===== config.mk =====
export PLATFORM = sky130hd
export DESIGN_NAME = jtsp_sample_packer
export DESIGN_NICKNAME = d
export VERILOG_FILES = /design/src/verilog/jtsp_pkg.sv /design/src/verilog/jtsp_fifo.sv /design/src/verilog/jtsp_mem.sv /design/src/verilog/jtsp_sample_packer.sv
export VERILOG_INCLUDE_DIRS = /design/src /design/src/verilog
export SDC_FILE = /design/constraint.sdc
export NUM_CORES = 2
export LEC_CHECK = 0
export BUFFER_PORTS_ARGS = -buffer_cell sky130_fd_sc_hd__buf_2
export CORE_MARGIN = 8
export CORE_UTILIZATION = 30
export CTS_CLUSTER_SIZE = 8
export DETAILED_ROUTE_END_ITERATION = 16
export PLACE_DENSITY = 0.56
export SLEW_MARGIN = 0
export SYNTH_ARGS = -nofsm -noshare
export SYNTH_HDL_FRONTEND = slang
export SYNTH_SLANG_ARGS = --single-unit

===== constraint.sdc =====
create_clock -name CLK -period 14.2 [get_ports CLK]
set_input_delay 0.71 -clock CLK [delete_from_list [all_inputs] [get_ports CLK]]
set_output_delay 0.71 -clock CLK [all_outputs]
set_load 0.01 [all_outputs]

===== src/verilog/jtsp_regs.svh =====
// Purpose: Constants for the transport-layer sample packer.
// Assumes: Included by the package and by the packer; guarded against double inclusion.
// Notes: Lane tables hold three nibbles: quad, dual and single part lane counts.
`ifndef JTSP_REGS_SVH
`define JTSP_REGS_SVH

`define JTSP_MODE_W      4
`define JTSP_MODE_RST    4'h1

`define JTSP_M1          4'h1
`define JTSP_M2          4'h2
`define JTSP_M3          4'h3
`define JTSP_M4          4'h4
`define JTSP_M5          4'h5
`define JTSP_M6          4'h6
`define JTSP_M7          4'h7
`define JTSP_M8          4'h8
`define JTSP_M9          4'h9

`define JTSP_LANES_M1    12'h632
`define JTSP_LANES_M2    12'h421
`define JTSP_LANES_M3    12'h421
`define JTSP_LANES_M4    12'h321
`define JTSP_LANES_M5    12'h211
`define JTSP_LANES_M6    12'h632
`define JTSP_LANES_M7    12'h421
`define JTSP_LANES_M8    12'h421
`define JTSP_LANES_M9    12'h842

`define JTSP_OCT_M1      3'h2
`define JTSP_OCT_M2      3'h1
`define JTSP_OCT_M3      3'h5
`define JTSP_OCT_M4      3'h2
`define JTSP_OCT_M5      3'h2
`define JTSP_OCT_M6      3'h2
`define JTSP_OCT_M7      3'h1
`define JTSP_OCT_M8      3'h3
`define JTSP_OCT_M9      3'h1

`define JTSP_NUM_LANES   8
`define JTSP_LANE_BITS   40
`define JTSP_NUM_CH      4
`define JTSP_SMP_PER_CH  4
`define JTSP_SMP_BITS    9
`define JTSP_STREAM_BITS 160
`define JTSP_FIFO_DEPTH  8

`endif


===== src/verilog/jtsp_pkg.sv =====
// Purpose: Types shared by the sample packer, its receiver model and its bench.
// Assumes: jtsp_regs.svh is on the include path.
// Notes: Channel A is index 0 of every sample array.
`default_nettype none
package jtsp_pkg;
`include "jtsp_regs.svh"

  typedef enum logic [1:0] {JTSP_QUAD, JTSP_DUAL, JTSP_SINGLE} jtsp_part_t;

  typedef enum logic {JTSP_ST_IDLE, JTSP_ST_RUN} jtsp_state_t;

  typedef logic [`JTSP_SMP_BITS-1:0] jtsp_smp_t;

  typedef struct packed {
    jtsp_smp_t [`JTSP_NUM_CH-1:0][`JTSP_SMP_PER_CH-1:0] smp;
  } jtsp_frame_t;

  typedef struct packed {
    logic [`JTSP_NUM_LANES-1:0][`JTSP_LANE_BITS-1:0] lane;
  } jtsp_lanes_t;

  typedef struct packed {
    logic [`JTSP_NUM_LANES-1:0] lane_en;
    logic [2:0]                 octets;
    logic                       enc_64b66b;
    logic                       supported;
  } jtsp_link_cfg_t;

endpackage
`default_nettype wire


===== src/verilog/jtsp_fifo.sv =====
// Purpose: Sample FIFO with valid and ready on both sides.
// Assumes: DEPTH is a power of two.
// Notes: Read data come from the store's output register, addressed one cycle ahead.
`timescale 1ns/1ps
`default_nettype none
module jtsp_fifo #(
  parameter int WIDTH = 8,
  parameter int DEPTH = 8
) (
  input  wire logic             clk,
  input  wire logic             resetn,
  input  wire logic             in_valid,
  output logic                  in_ready,
  input  wire logic [WIDTH-1:0] in_data,
  output logic                  out_valid,
  input  wire logic             out_ready,
  output logic      [WIDTH-1:0] out_data
);
  localparam int AW = $clog2(DEPTH);
  localparam int CW = AW + 1;

  logic [AW-1:0] wr_q;
  logic [AW-1:0] wr_d;
  logic [AW-1:0] rd_q;
  logic [AW-1:0] rd_d;
  logic [CW-1:0] cnt_q;
  logic [CW-1:0] cnt_d;
  logic          push;
  logic          pop;

  assign in_ready  = (cnt_q != CW'(DEPTH));
  assign out_valid = (cnt_q != '0);
  assign push      = in_valid && in_ready;
  assign pop       = out_valid && out_ready;

  always_comb begin
    wr_d  = push ? wr_q + 1'b1 : wr_q;
    rd_d  = pop ? rd_q + 1'b1 : rd_q;
    cnt_d = cnt_q + CW'(push) - CW'(pop);
  end

  always_ff @(posedge clk) begin
    if (!resetn) begin
      wr_q  <= '0;
      rd_q  <= '0;
      cnt_q <= '0;
    end else begin
      wr_q  <= wr_d;
      rd_q  <= rd_d;
      cnt_q <= cnt_d;
    end
  end

  jtsp_mem #(
    .WIDTH (WIDTH),
    .DEPTH (DEPTH),
    .AW    (AW)
  ) u_mem (
    .clk   (clk),
    .we    (push),
    .waddr (wr_q),
    .wdata (in_data),
    .raddr (rd_d),
    .rdata (out_data)
  );
endmodule
`default_nettype wire


===== src/verilog/jtsp_mem.sv =====
// Purpose: Small dual-port store for the sample FIFO.
// Assumes: One write and one read per cycle.
// Notes: A write to the address being read is forwarded so a fall-through FIFO sees it at once.
`timescale 1ns/1ps
`default_nettype none
module jtsp_mem #(
  parameter int WIDTH = 8,
  parameter int DEPTH = 8,
  parameter int AW    = 3
) (
  input  wire logic             clk,
  input  wire logic             we,
  input  wire logic [AW-1:0]    waddr,
  input  wire logic [WIDTH-1:0] wdata,
  input  wire logic [AW-1:0]    raddr,
  output logic      [WIDTH-1:0] rdata
);
  logic [WIDTH-1:0] mem [DEPTH];

  always_ff @(posedge clk) begin
    if (we) begin
      mem[waddr] <= wdata;
    end
  end

  always_ff @(posedge clk) begin
    if (we && (waddr == raddr)) begin
      rdata <= wdata;
    end else begin
      rdata <= mem[raddr];
    end
  end
endmodule
`default_nettype wire


===== src/verilog/jtsp_sample_packer.sv =====
// Purpose: Maps converter samples into lane frames for each link mode.
// Assumes: Inputs are synchronous to CLK; one input word holds one frame's samples.
// Notes: Lane data are left-justified in 40 bits, octet 0 in the top byte.
`timescale 1ns/1ps
`default_nettype none
`include "jtsp_regs.svh"
module jtsp_sample_packer #(
  parameter int FIFO_DEPTH = `JTSP_FIFO_DEPTH
) (
  input  wire logic                       CLK,
  input  wire logic                       RESETN,
  input  wire logic [`JTSP_MODE_W-1:0]    LINK_MODE_SELECT,
  input  wire jtsp_pkg::jtsp_part_t       PART_KIND,
  input  wire logic                       LINK_EN,
  input  wire logic                       SMP_VALID,
  output logic                            SMP_READY,
  input  wire jtsp_pkg::jtsp_frame_t      SMP_DATA,
  output logic                            LANE_VALID,
  input  wire logic                       LANE_READY,
  output var jtsp_pkg::jtsp_lanes_t       LANE_DATA,
  output var jtsp_pkg::jtsp_link_cfg_t    LINK_CFG,
  output logic                            MODE_ERROR
);
  import jtsp_pkg::*;

  jtsp_state_t             st_q;
  jtsp_state_t             st_d;
  logic [`JTSP_MODE_W-1:0] mode_q;
  logic [`JTSP_MODE_W-1:0] mode_d;
  jtsp_part_t              part_q;
  jtsp_part_t              part_d;
  jtsp_link_cfg_t          cfg_q;
  jtsp_link_cfg_t          cfg_d;
  logic                    valid_q;
  logic                    valid_d;
  jtsp_lanes_t             lanes_q;
  jtsp_lanes_t             lanes_d;

  logic                    fifo_v;
  logic                    pop;
  jtsp_frame_t             head;
  logic [11:0]             lane_tbl;
  logic [3:0]              nlanes;
  logic [`JTSP_STREAM_BITS-1:0] pk;
  logic [5:0]              lane_w;
  logic [`JTSP_LANE_BITS-1:0]   lane_mask;
  jtsp_lanes_t             packed_w;
  logic [`JTSP_NUM_CH-1:0] ch_on;
  jtsp_smp_t [`JTSP_NUM_CH-1:0][`JTSP_SMP_PER_CH-1:0] s;
  logic [`JTSP_NUM_LANES-1:0][`JTSP_STREAM_BITS-1:0] lane_sh;

  // Back-pressure: when the FIFO is full SMP_READY falls and the source stalls.
  jtsp_fifo #(
    .WIDTH ($bits(jtsp_frame_t)),
    .DEPTH (FIFO_DEPTH)
  ) u_fifo (
    .clk       (CLK),
    .resetn    (RESETN),
    .in_valid  (SMP_VALID),
    .in_ready  (SMP_READY),
    .in_data   (SMP_DATA),
    .out_valid (fifo_v),
    .out_ready (pop),
    .out_data  (head)
  );

  // Link configuration follows the mode that will be held in the next cycle.
  always_comb begin
    lane_tbl            = 12'h000;
    cfg_d               = '0;
    cfg_d.supported     = 1'b1;
    case (mode_d)
      `JTSP_M1: begin
        lane_tbl     = `JTSP_LANES_M1;
        cfg_d.octets = `JTSP_OCT_M1;
      end
      `JTSP_M2: begin
        lane_tbl     = `JTSP_LANES_M2;
        cfg_d.octets = `JTSP_OCT_M2;
      end
      `JTSP_M3: begin
        lane_tbl     = `JTSP_LANES_M3;
        cfg_d.octets = `JTSP_OCT_M3;
      end
      `JTSP_M4: begin
        lane_tbl         = `JTSP_LANES_M4;
        cfg_d.octets     = `JTSP_OCT_M4;
        cfg_d.enc_64b66b = 1'b1;
      end
      `JTSP_M5: begin
        lane_tbl         = `JTSP_LANES_M5;
        cfg_d.octets     = `JTSP_OCT_M5;
        cfg_d.enc_64b66b = 1'b1;
      end
      `JTSP_M6: begin
        lane_tbl         = `JTSP_LANES_M6;
        cfg_d.octets     = `JTSP_OCT_M6;
        cfg_d.enc_64b66b = 1'b1;
      end
      `JTSP_M7: begin
        lane_tbl         = `JTSP_LANES_M7;
        cfg_d.octets     = `JTSP_OCT_M7;
        cfg_d.enc_64b66b = 1'b1;
      end
      `JTSP_M8: begin
        lane_tbl         = `JTSP_LANES_M8;
        cfg_d.octets     = `JTSP_OCT_M8;
        cfg_d.enc_64b66b = 1'b1;
      end
      `JTSP_M9: begin
        lane_tbl     = `JTSP_LANES_M9;
        cfg_d.octets = `JTSP_OCT_M9;
      end
      default: begin
        cfg_d.supported = 1'b0;
      end
    endcase
    case (part_d)
      JTSP_QUAD: nlanes = lane_tbl[11:8];
      JTSP_DUAL: nlanes = lane_tbl[7:4];
      default:   nlanes = lane_tbl[3:0];
    endcase
    // Only the lowest lanes are enabled; the rest stay powered down.
    cfg_d.lane_en = 8'(~(9'h1ff << nlanes));
  end

  // Channels missing on the part send zeros in their positions.
  for (genvar gc = 0; gc < `JTSP_NUM_CH; gc++) begin : g_ch
    assign ch_on[gc] = (gc == 0) || (part_q == JTSP_QUAD) || ((gc == 1) && (part_q == JTSP_DUAL));
    assign s[gc]     = ch_on[gc] ? head.smp[gc] : '0;
  end

  // Each mode becomes one MSB-first bit stream that the lanes slice in turn.
  always_comb begin
    pk = '0;
    case (mode_q)
      `JTSP_M1, `JTSP_M6, `JTSP_M8: begin
        pk = {s[0][0], 3'h0, s[0][1], 3'h0, s[1][0], 3'h0, s[1][1], 3'h0,
              s[2][0], 3'h0, s[2][1], 3'h0, s[3][0], 3'h0, s[3][1], 3'h0, 64'h0};
      end
      `JTSP_M4: begin
        pk = {s[0][0], 3'h0, s[1][0], 3'h0, s[2][0], 3'h0, s[3][0], 3'h0, 112'h0};
      end
      `JTSP_M2, `JTSP_M5, `JTSP_M7: begin
        pk = {s[0][0][8:1], s[1][0][8:1], s[2][0][8:1], s[3][0][8:1], 128'h0};
      end
      `JTSP_M3: begin
        pk = {s[0][0], 1'b0, s[0][1], 1'b0, s[0][2], 1'b0, s[0][3], 1'b0,
              s[1][0], 1'b0, s[1][1], 1'b0, s[1][2], 1'b0, s[1][3], 1'b0,
              s[2][0], 1'b0, s[2][1], 1'b0, s[2][2], 1'b0, s[2][3], 1'b0,
              s[3][0], 1'b0, s[3][1], 1'b0, s[3][2], 1'b0, s[3][3], 1'b0};
      end
      `JTSP_M9: begin
        pk = {s[0][0][8:1], s[0][1][8:1], s[1][0][8:1], s[1][1][8:1],
              s[2][0][8:1], s[2][1][8:1], s[3][0][8:1], s[3][1][8:1], 96'h0};
      end
      default: pk = '0;
    endcase
  end

  // The lane width in bits is always eight times the octets per frame.
  assign lane_w    = {cfg_q.octets, 3'h0};
  assign lane_mask = ~({`JTSP_LANE_BITS{1'b1}} >> lane_w);

  for (genvar gl = 0; gl < `JTSP_NUM_LANES; gl++) begin : g_lane
    assign lane_sh[gl] = pk << (9'(lane_w) * 9'(gl));
    assign packed_w.lane[gl] = cfg_q.lane_en[gl] ?
        (lane_sh[gl][`JTSP_STREAM_BITS-1 -: `JTSP_LANE_BITS] & lane_mask) : '0;
  end

  // The mode is sampled only while idle, so a running link never sees it change.
  always_comb begin
    st_d    = st_q;
    mode_d  = mode_q;
    part_d  = part_q;
    valid_d = valid_q;
    lanes_d = lanes_q;
    pop     = 1'b0;
    case (st_q)
      JTSP_ST_IDLE: begin
        mode_d  = LINK_MODE_SELECT;
        part_d  = PART_KIND;
        valid_d = 1'b0;
        lanes_d = '0;
        pop     = fifo_v;
        if (LINK_EN) begin
          st_d = JTSP_ST_RUN;
        end
      end
      JTSP_ST_RUN: begin
        if (valid_q && LANE_READY) begin
          valid_d = 1'b0;
        end
        if (fifo_v && (!valid_q || LANE_READY)) begin
          pop = 1'b1;
          if (cfg_q.supported) begin
            lanes_d = packed_w;
            valid_d = 1'b1;
          end
        end
        if (!LINK_EN) begin
          st_d    = JTSP_ST_IDLE;
          valid_d = 1'b0;
        end
      end
      default: st_d = JTSP_ST_IDLE;
    endcase
  end

  always_ff @(posedge CLK) begin
    if (!RESETN) begin
      st_q    <= JTSP_ST_IDLE;
      mode_q  <= `JTSP_MODE_RST;
      part_q  <= JTSP_QUAD;
      cfg_q   <= '0;
      valid_q <= 1'b0;
      lanes_q <= '0;
    end else begin
      st_q    <= st_d;
      mode_q  <= mode_d;
      part_q  <= part_d;
      cfg_q   <= cfg_d;
      valid_q <= valid_d;
      lanes_q <= lanes_d;
    end
  end

  assign LANE_VALID = valid_q;
  assign LANE_DATA  = lanes_q;
  assign LINK_CFG   = cfg_q;
  assign MODE_ERROR = !cfg_q.supported;

  logic       off_lane_nz;
  logic [8:0] head_a0;
  logic       took;
  assign head_a0 = s[0][0];
  assign took    = pop && (st_q == JTSP_ST_RUN) && cfg_q.supported && !(!LINK_EN);

  always_comb begin
    off_lane_nz = 1'b0;
    for (int i = 0; i < `JTSP_NUM_LANES; i++) begin
      off_lane_nz = off_lane_nz | (!cfg_q.lane_en[i] && (lanes_q.lane[i] != '0));
    end
  end

  lanes_off_zero_a: assert property (@(posedge CLK) disable iff (!RESETN)
    LANE_VALID |-> !off_lane_nz)
    else $error("A powered-down lane carries data.");

  mode_hold_a: assert property (@(posedge CLK) disable iff (!RESETN)
    (st_q == JTSP_ST_RUN && LINK_EN) |=> $stable(mode_q))
    else $error("Link mode changed while the link was running.");

  mode1_quad_a: assert property (@(posedge CLK) disable iff (!RESETN)
    (LANE_VALID && mode_q == `JTSP_M1 && part_q == JTSP_QUAD) |->
      (cfg_q.lane_en == 8'h3f && cfg_q.octets == 3'h2 && !cfg_q.enc_64b66b))
    else $error("Mode 1 quad lane setup wrong.");

  mode6_single_a: assert property (@(posedge CLK) disable iff (!RESETN)
    (LANE_VALID && mode_q == `JTSP_M6 && part_q == JTSP_SINGLE) |->
      (cfg_q.lane_en == 8'h03 && cfg_q.enc_64b66b && lanes_q.lane[1][31:24] == 8'h00))
    else $error("Mode 6 single lane setup or zero fill wrong.");

  single_b_zero_a: assert property (@(posedge CLK) disable iff (!RESETN)
    (LANE_VALID && mode_q == `JTSP_M5 && part_q == JTSP_SINGLE) |-> lanes_q.lane[0][31:24] == 8'h00)
    else $error("Channel B octet not zero on a single part.");

  a0_msb_first_a: assert property (@(posedge CLK) disable iff (!RESETN)
    (took && mode_q == `JTSP_M2) |=> (lanes_q.lane[0][39:32] == $past(head_a0[8:1]) && cfg_q.octets == 3'h1))
    else $error("Mode 2 lane 0 octet does not hold the channel A sample.");

  mode3_tails_a: assert property (@(posedge CLK) disable iff (!RESETN)
    (LANE_VALID && mode_q == `JTSP_M3) |->
      (lanes_q.lane[0][30] == 1'b0 && lanes_q.lane[0][20] == 1'b0 &&
       lanes_q.lane[0][10] == 1'b0 && lanes_q.lane[0][0] == 1'b0))
    else $error("Mode 3 tail bit not zero.");

  mode4_quad_a: assert property (@(posedge CLK) disable iff (!RESETN)
    (LANE_VALID && mode_q == `JTSP_M4 && part_q == JTSP_QUAD) |->
      (cfg_q.lane_en == 8'h07 && cfg_q.enc_64b66b && lanes_q.lane[0][30:28] == 3'h0))
    else $error("Mode 4 quad packing wrong.");

  mode7_octet_a: assert property (@(posedge CLK) disable iff (!RESETN)
    (LANE_VALID && mode_q == `JTSP_M7) |-> (cfg_q.octets == 3'h1 && cfg_q.enc_64b66b))
    else $error("Mode 7 frame size or encoding wrong.");

  mode8_pad_a: assert property (@(posedge CLK) disable iff (!RESETN)
    (took && mode_q == `JTSP_M8) |=>
      (lanes_q.lane[0][39:28] == {$past(head_a0), 3'h0} && lanes_q.lane[0][18:16] == 3'h0))
    else $error("Mode 8 sample padding wrong.");

  mode9_dual_a: assert property (@(posedge CLK) disable iff (!RESETN)
    (LANE_VALID && mode_q == `JTSP_M9 && part_q == JTSP_DUAL) |->
      (cfg_q.lane_en == 8'h0f && !cfg_q.enc_64b66b))
    else $error("Mode 9 dual lane setup wrong.");

  frame_hold_a: assert property (@(posedge CLK) disable iff (!RESETN)
    (LANE_VALID && !LANE_READY && LINK_EN) |=> (LANE_VALID && $stable(lanes_q)))
    else $error("Frame changed while the link layer stalled.");
endmodule
`default_nettype wire

### Word-level counts from Yosys, hierarchy flattened

Memories as Yosys holds them, arrays and structs flattened. A register that Yosys moved wholly into a read port is not among the register bits.
Cells that the tools add are included.
W data, S select, Z words.

| cells by class | value |
|---|---|
| add/sub/neg operators | 4 |
| $mul | 4 |
| equal/unequal tests | 23 |
| shift operators | 9 |
| muxes and demuxes | 33 |
| bitwise gates (word level) | 11 |
| reduce and logical (&&, ||, !) cells | 20 |

Operator list:

| operator | number |
|---|---|
| $pmux W160 S5 | 1 |
| $mux W320 | 2 |
| $pmux W320 S2 | 1 |
| $shl A160 B9 Y160 | 3 |
| $and A40 B40 Y40 | 8 |
| $mux W40 | 8 |
| $shl A160 B8 Y160 | 2 |
| $shl A160 B6 Y160 | 1 |
| $shl A160 B7 Y160 | 1 |
| $mux W36 | 3 |
| $pmux W12 S5 | 1 |
| $not A40 Y40 | 1 |
| $shr A40 B6 Y40 const A | 1 |
| $eq A4 B3 Y1 const B | 8 |
| $eq A4 B2 Y1 const B | 4 |
| $eq A4 B4 Y1 const B | 4 |
| $mul A3 B3 Y6 const B | 2 |
| $pmux W3 S4 | 1 |
| $mul A3 B2 Y5 const B | 2 |
| $mux W1 | 10 |
| $reduce_or A3 Y1 | 3 |
| $reduce_or A9 Y1 | 1 |
| $shl A9 B4 Y8 const A | 1 |
| $eq A4 B1 Y1 const B | 2 |
| other kinds (22) | 33 |

| word-level totals | value |
|---|---|
| register bits | 351 |
| memory bits (writable) | 1152 |
| input port bits | 155 |
| output and inout port bits | 336 |
| logic and storage cells | 124 |
| memories kept | 1 |

Memories:

| name | words | width | rd ports | clocked after Yosys merged registers in | write ports | line | source |
|---|---|---|---|---|---|---|---|
| u_fifo.u_mem.mem | 8 | 144 | 1 | 1 | 1 | jtsp_mem.sv:18 | `logic [WIDTH-1:0] mem [DEPTH];` |

### Depth between registers and ports, before layout

| depth | value |
|---|---|
| depth in word-level cells | 10 |
| depth in mapped cells | 17 |
| gate-level depth less buffers | 11 |

### Modules after synthesis

From an unflattened synthesis, not the netlist that was laid out.

| second synthesis, totals | value |
|---|---|
| cell total of the unflattened synthesis | 5833 |
| area, all modules | 74458.9 µm² |

By module, submodules not included:

| module | times used | cells an instance | area each (µm²) | sequential area each (µm²) |
|---|---|---|---|---|
| jtsp_mem | 1 | 1680 | 43344.1 | 34653.2 |
| jtsp_sample_packer | 1 | 4087 | 30478.0 | 6826.5 |
| jtsp_fifo | 1 | 66 | 636.9 | 200.2 |

### Worst setup path after synthesis

Ideal clock, no wire load.

| path | value |
|---|---|
| kind | input to register |
| start | input SMP_VALID |
| end | memory u_fifo.u_mem.mem[0][0] (netlist bit), enable pin |
| setup time | 0.824 ns |
| data arrival time | 10.875 ns |
| data required time | 13.376 ns |
| setup slack | 2.501 ns |
| stages | 4 |
| buffers on the path | 1 |
| cell sequence | and2_1 > clkbuf_1 > nand2b_1 > nor3_1 |

| between the ends | value |
|---|---|
| longest elaborated chain between the ends | 3 |

RTL lines:

| item | line | source |
|---|---|---|
| from (decl) | jtsp_sample_packer.sv:15 | `input wire logic SMP_VALID,` |
| $logic_and A1 B1 Y1 | jtsp_fifo.sv:33 | `assign push = in_valid && in_ready;` |
| named net u_fifo.push | jtsp_fifo.sv:28 | `logic push;` |
| $mux W1 | jtsp_mem.sv:21 | `if (we) begin` |
| $mux W1 (not written as such) | jtsp_mem.sv:22 | `mem[waddr] <= wdata;` |
| to (decl) | jtsp_mem.sv:18 |  |

The timed path passes the listed nets, and every way through them passes these cells.

==> metrics.yaml <==
vdd_drop_max_uv: 143.9
synth-main-ff-cell: "edfxtp_1"
path_class: "reg -> reg"
cap_viol_max_count: 6
min_from: "SMP_DATA[4]"
vias: 63604
critPathCaptureType: "flop"
synthMuxAreaShare_pct: 14.03
worstPathMaxFanout: 40
dp_hpwl_microns: 348700
grt_max_degree: 118
die-area_sq_um: 261200
final_common_cell: "edfxtp_1"
yosysSeqAreaShare_pct: 56.68
status: "finished with violations"
cp-start-kind: "flop"
synthSimpleGateAreaFrac_pct: 8.910
slew_headroom_pct: -5.294
fin_crit_sh_pct: 47.12
max_freq_mhz: 149.5
ios: 491
grt_first_pass_wirelength_microns: 611500
ys_types: 117
final-hold-violation-count: 0
syn_nets: 6133
layout_common_cells: "edfxtp_1 (1152), nand2_1 (568), buf_2 (489)"
p_leak_uw: 0.03019
clk_path_buf_depth: 3
grt_setup_unrepaired: "no"
fp.dieH_microns: 511.1
io_buffer_count: 490
cts-root-buf: "clkbuf_16"
grtUsageTotal_pct: 34.68
fin_tns_setup_ps: 0
arrival_ps: 7480
hold_buffers: 0
yosys_warnings: 0
drive_gt1_share_pct: 24.00
drt_iter0_drc: 9797
setup_viol: 0
clk_pin_slew_ps: 60
rows: 181
fin_util_pct: 35.85
ys_seq_elements: 1506
insertion_delay_ps: 920
synth_top_family_by_area: "compound AO/OA/AOI/OAI gates"
vias_per_cell: 6.443
floorplan.initialDensity_pct: 30.20
areaGrowthSynthToFinish_pct: 18.70
period_needed_ps: 6691
drt_wl_total_microns: 475000
slew_viol_final: 20
cp_data_required_time_ps: 14990
drc_errors: 0
globalRoute.totalOverflow: 0
clock_sinks: 1506
syn_area_sq_um: 73530
ctsResizeCount: 0
synth_xor_xnor_area_share_pct: 0.1191
cts_setup_buffers: 0
cts_buffers: 214
synth_edf_count: 1152
wire_per_inst_microns: 48.12
coreArea_sq_um: 243500
cts_tree: "built"
tightest_slew_ps: 1535
violations: "capacitance limit, slew limit"
async_reset_ff_share_pct: 0
hp-class: "in -> reg"
avgSynthCellArea_sq_um: 12.35
gp_congestion: 1.103
fin_skew_ps: 77.90
antenna_found_initial: 114
num-nets-final: 6699
dr.pass1.iters: 6
powerDensity_nw_per_um2: 189.8
first_global_vias: 59703
die_x_microns: 511.1
drtAntennaViolNets: 0
synth_fa_ha_area_share_pct: 0.4560
h-tree-depth: 4
synthCells: 5955
synth-compound-area-share_pct: 16.46
==> stage by stage <==
| stage | instance area [sq um] | setup WS [ps] | hold WS (ps) | instances | total power (uW) |
|---|---|---|---|---|---|
| finish | 87280 | 7509 | 59.76 | 9872 | 16570 |
| global route | 87170 | 7430 | 32.87 | 9829 | 16680 |
| CTS | 87140 | 7696 | 10.82 | 9818 | 16280 |
| detailed placement | 80900 | 7696 | 441.7 | 9507 | 11450 |
| global placement | 80870 | 7691 | 430.1 | 9506 | 11450 |
| floorplan | 73530 | 2501 | 425.0 | 5955 | 8279 |
==> worst paths after layout <==
kind	cells after the start	endpoint	slack, ps
max	11	LANE_DATA[236]	7510
min	1	u_fifo.u_mem.mem[5][4]	60
max reg2reg	11	LANE_DATA[236]	7510
min reg2reg	2	LANE_DATA[60]	450
==> cells by family after synthesis <==
logic type                 Yosys count
DFF                               1506
muxes                              711
xor gates and xnor gates            10
AOI/OAI and AO/OA                 1717
and+or+nand+nor                   1488
adders and majority gates           24
buffers and inverters              499
==> state kept, by name, indices dropped and copies added, names as in the netlist, named ones only <==
register	cells
LANE_DATA	320
st_q	1
u_fifo.wr_q	3
LANE_VALID	1
part_q	2
u_fifo.rd_q	3
mode_q	4
u_fifo.cnt_q	4
u_fifo.u_mem.mem	1152
LINK_CFG	13
==> cell type report <==
cell class	count	area, sq um
sequential	1506	41700
inverter	42	176.4
fill	23782	156200
antenna	54	135.1
clock inverter	29	575.6
clock buffer	282	5670
multi-input combinational	3950	29990
timing repair buffer	807	5030
tap	3202	4006
==> synth_stat cells (36+ instances only) <==
cell type  number  share of area [%]
o31ai_1        48               0.49
buf_1          51               0.26
a32oi_1        45               0.54
a22o_1         38               0.45
nor3_1         84               0.57
edfxtp_1     1152                 47
o22ai_1        81               0.69
clkbuf_1      289                1.5
o211ai_1      118                1.2
o21ai_0       303                2.1
dfxtp_1       354                9.6
and2_1         60               0.51
buf_2          44               0.30
a211oi_1       92               0.94
o2111ai_1      36               0.43
a31oi_1        50               0.43
nand3_1       139               0.95
nand2_1       570                2.9
a22oi_1       210                2.1
o221ai_1       64               0.76
nor2_1        460                2.3
a21oi_1       268                1.8
mux2i_1       372                5.1
mux2_2         87                1.3
mux4_2        239                7.3
==> where the power goes <==
| part | leakage, uW | internal [uW] | switching, uW |
|---|---|---|---|
| clock network | 0.00300 | 2820 | 2040 |
| logic | 0.0139 | 1760 | 4920 |
| registers | 0.0133 | 4940 | 93.1 |
==> layer usage <==
layer | global-route usage [%] | wire length, microns | up-vias
li1 | - | - | 24728
met1 | 42.71 | 180500 | 32555
met2 | 49.06 | 192700 | 4794
met3 | 11.44 | 51370 | 1455
met4 | 28.83 | 50030 | 72
met5 | 0 | 466 | -
==> worst max-delay path, cell delays in order, from the launching register on <==
cell and delay (ps):
dfxtp_4 700, buf_4 630, buf_4 650, buf_4 650, mux4_2 400, mux2i_1 800, o22ai_1 560, mux2i_2 940
inv_1 320, mux4_2 530, o21ai_0 170, o21ai_1 70
(Power assumes the default switching activity.)
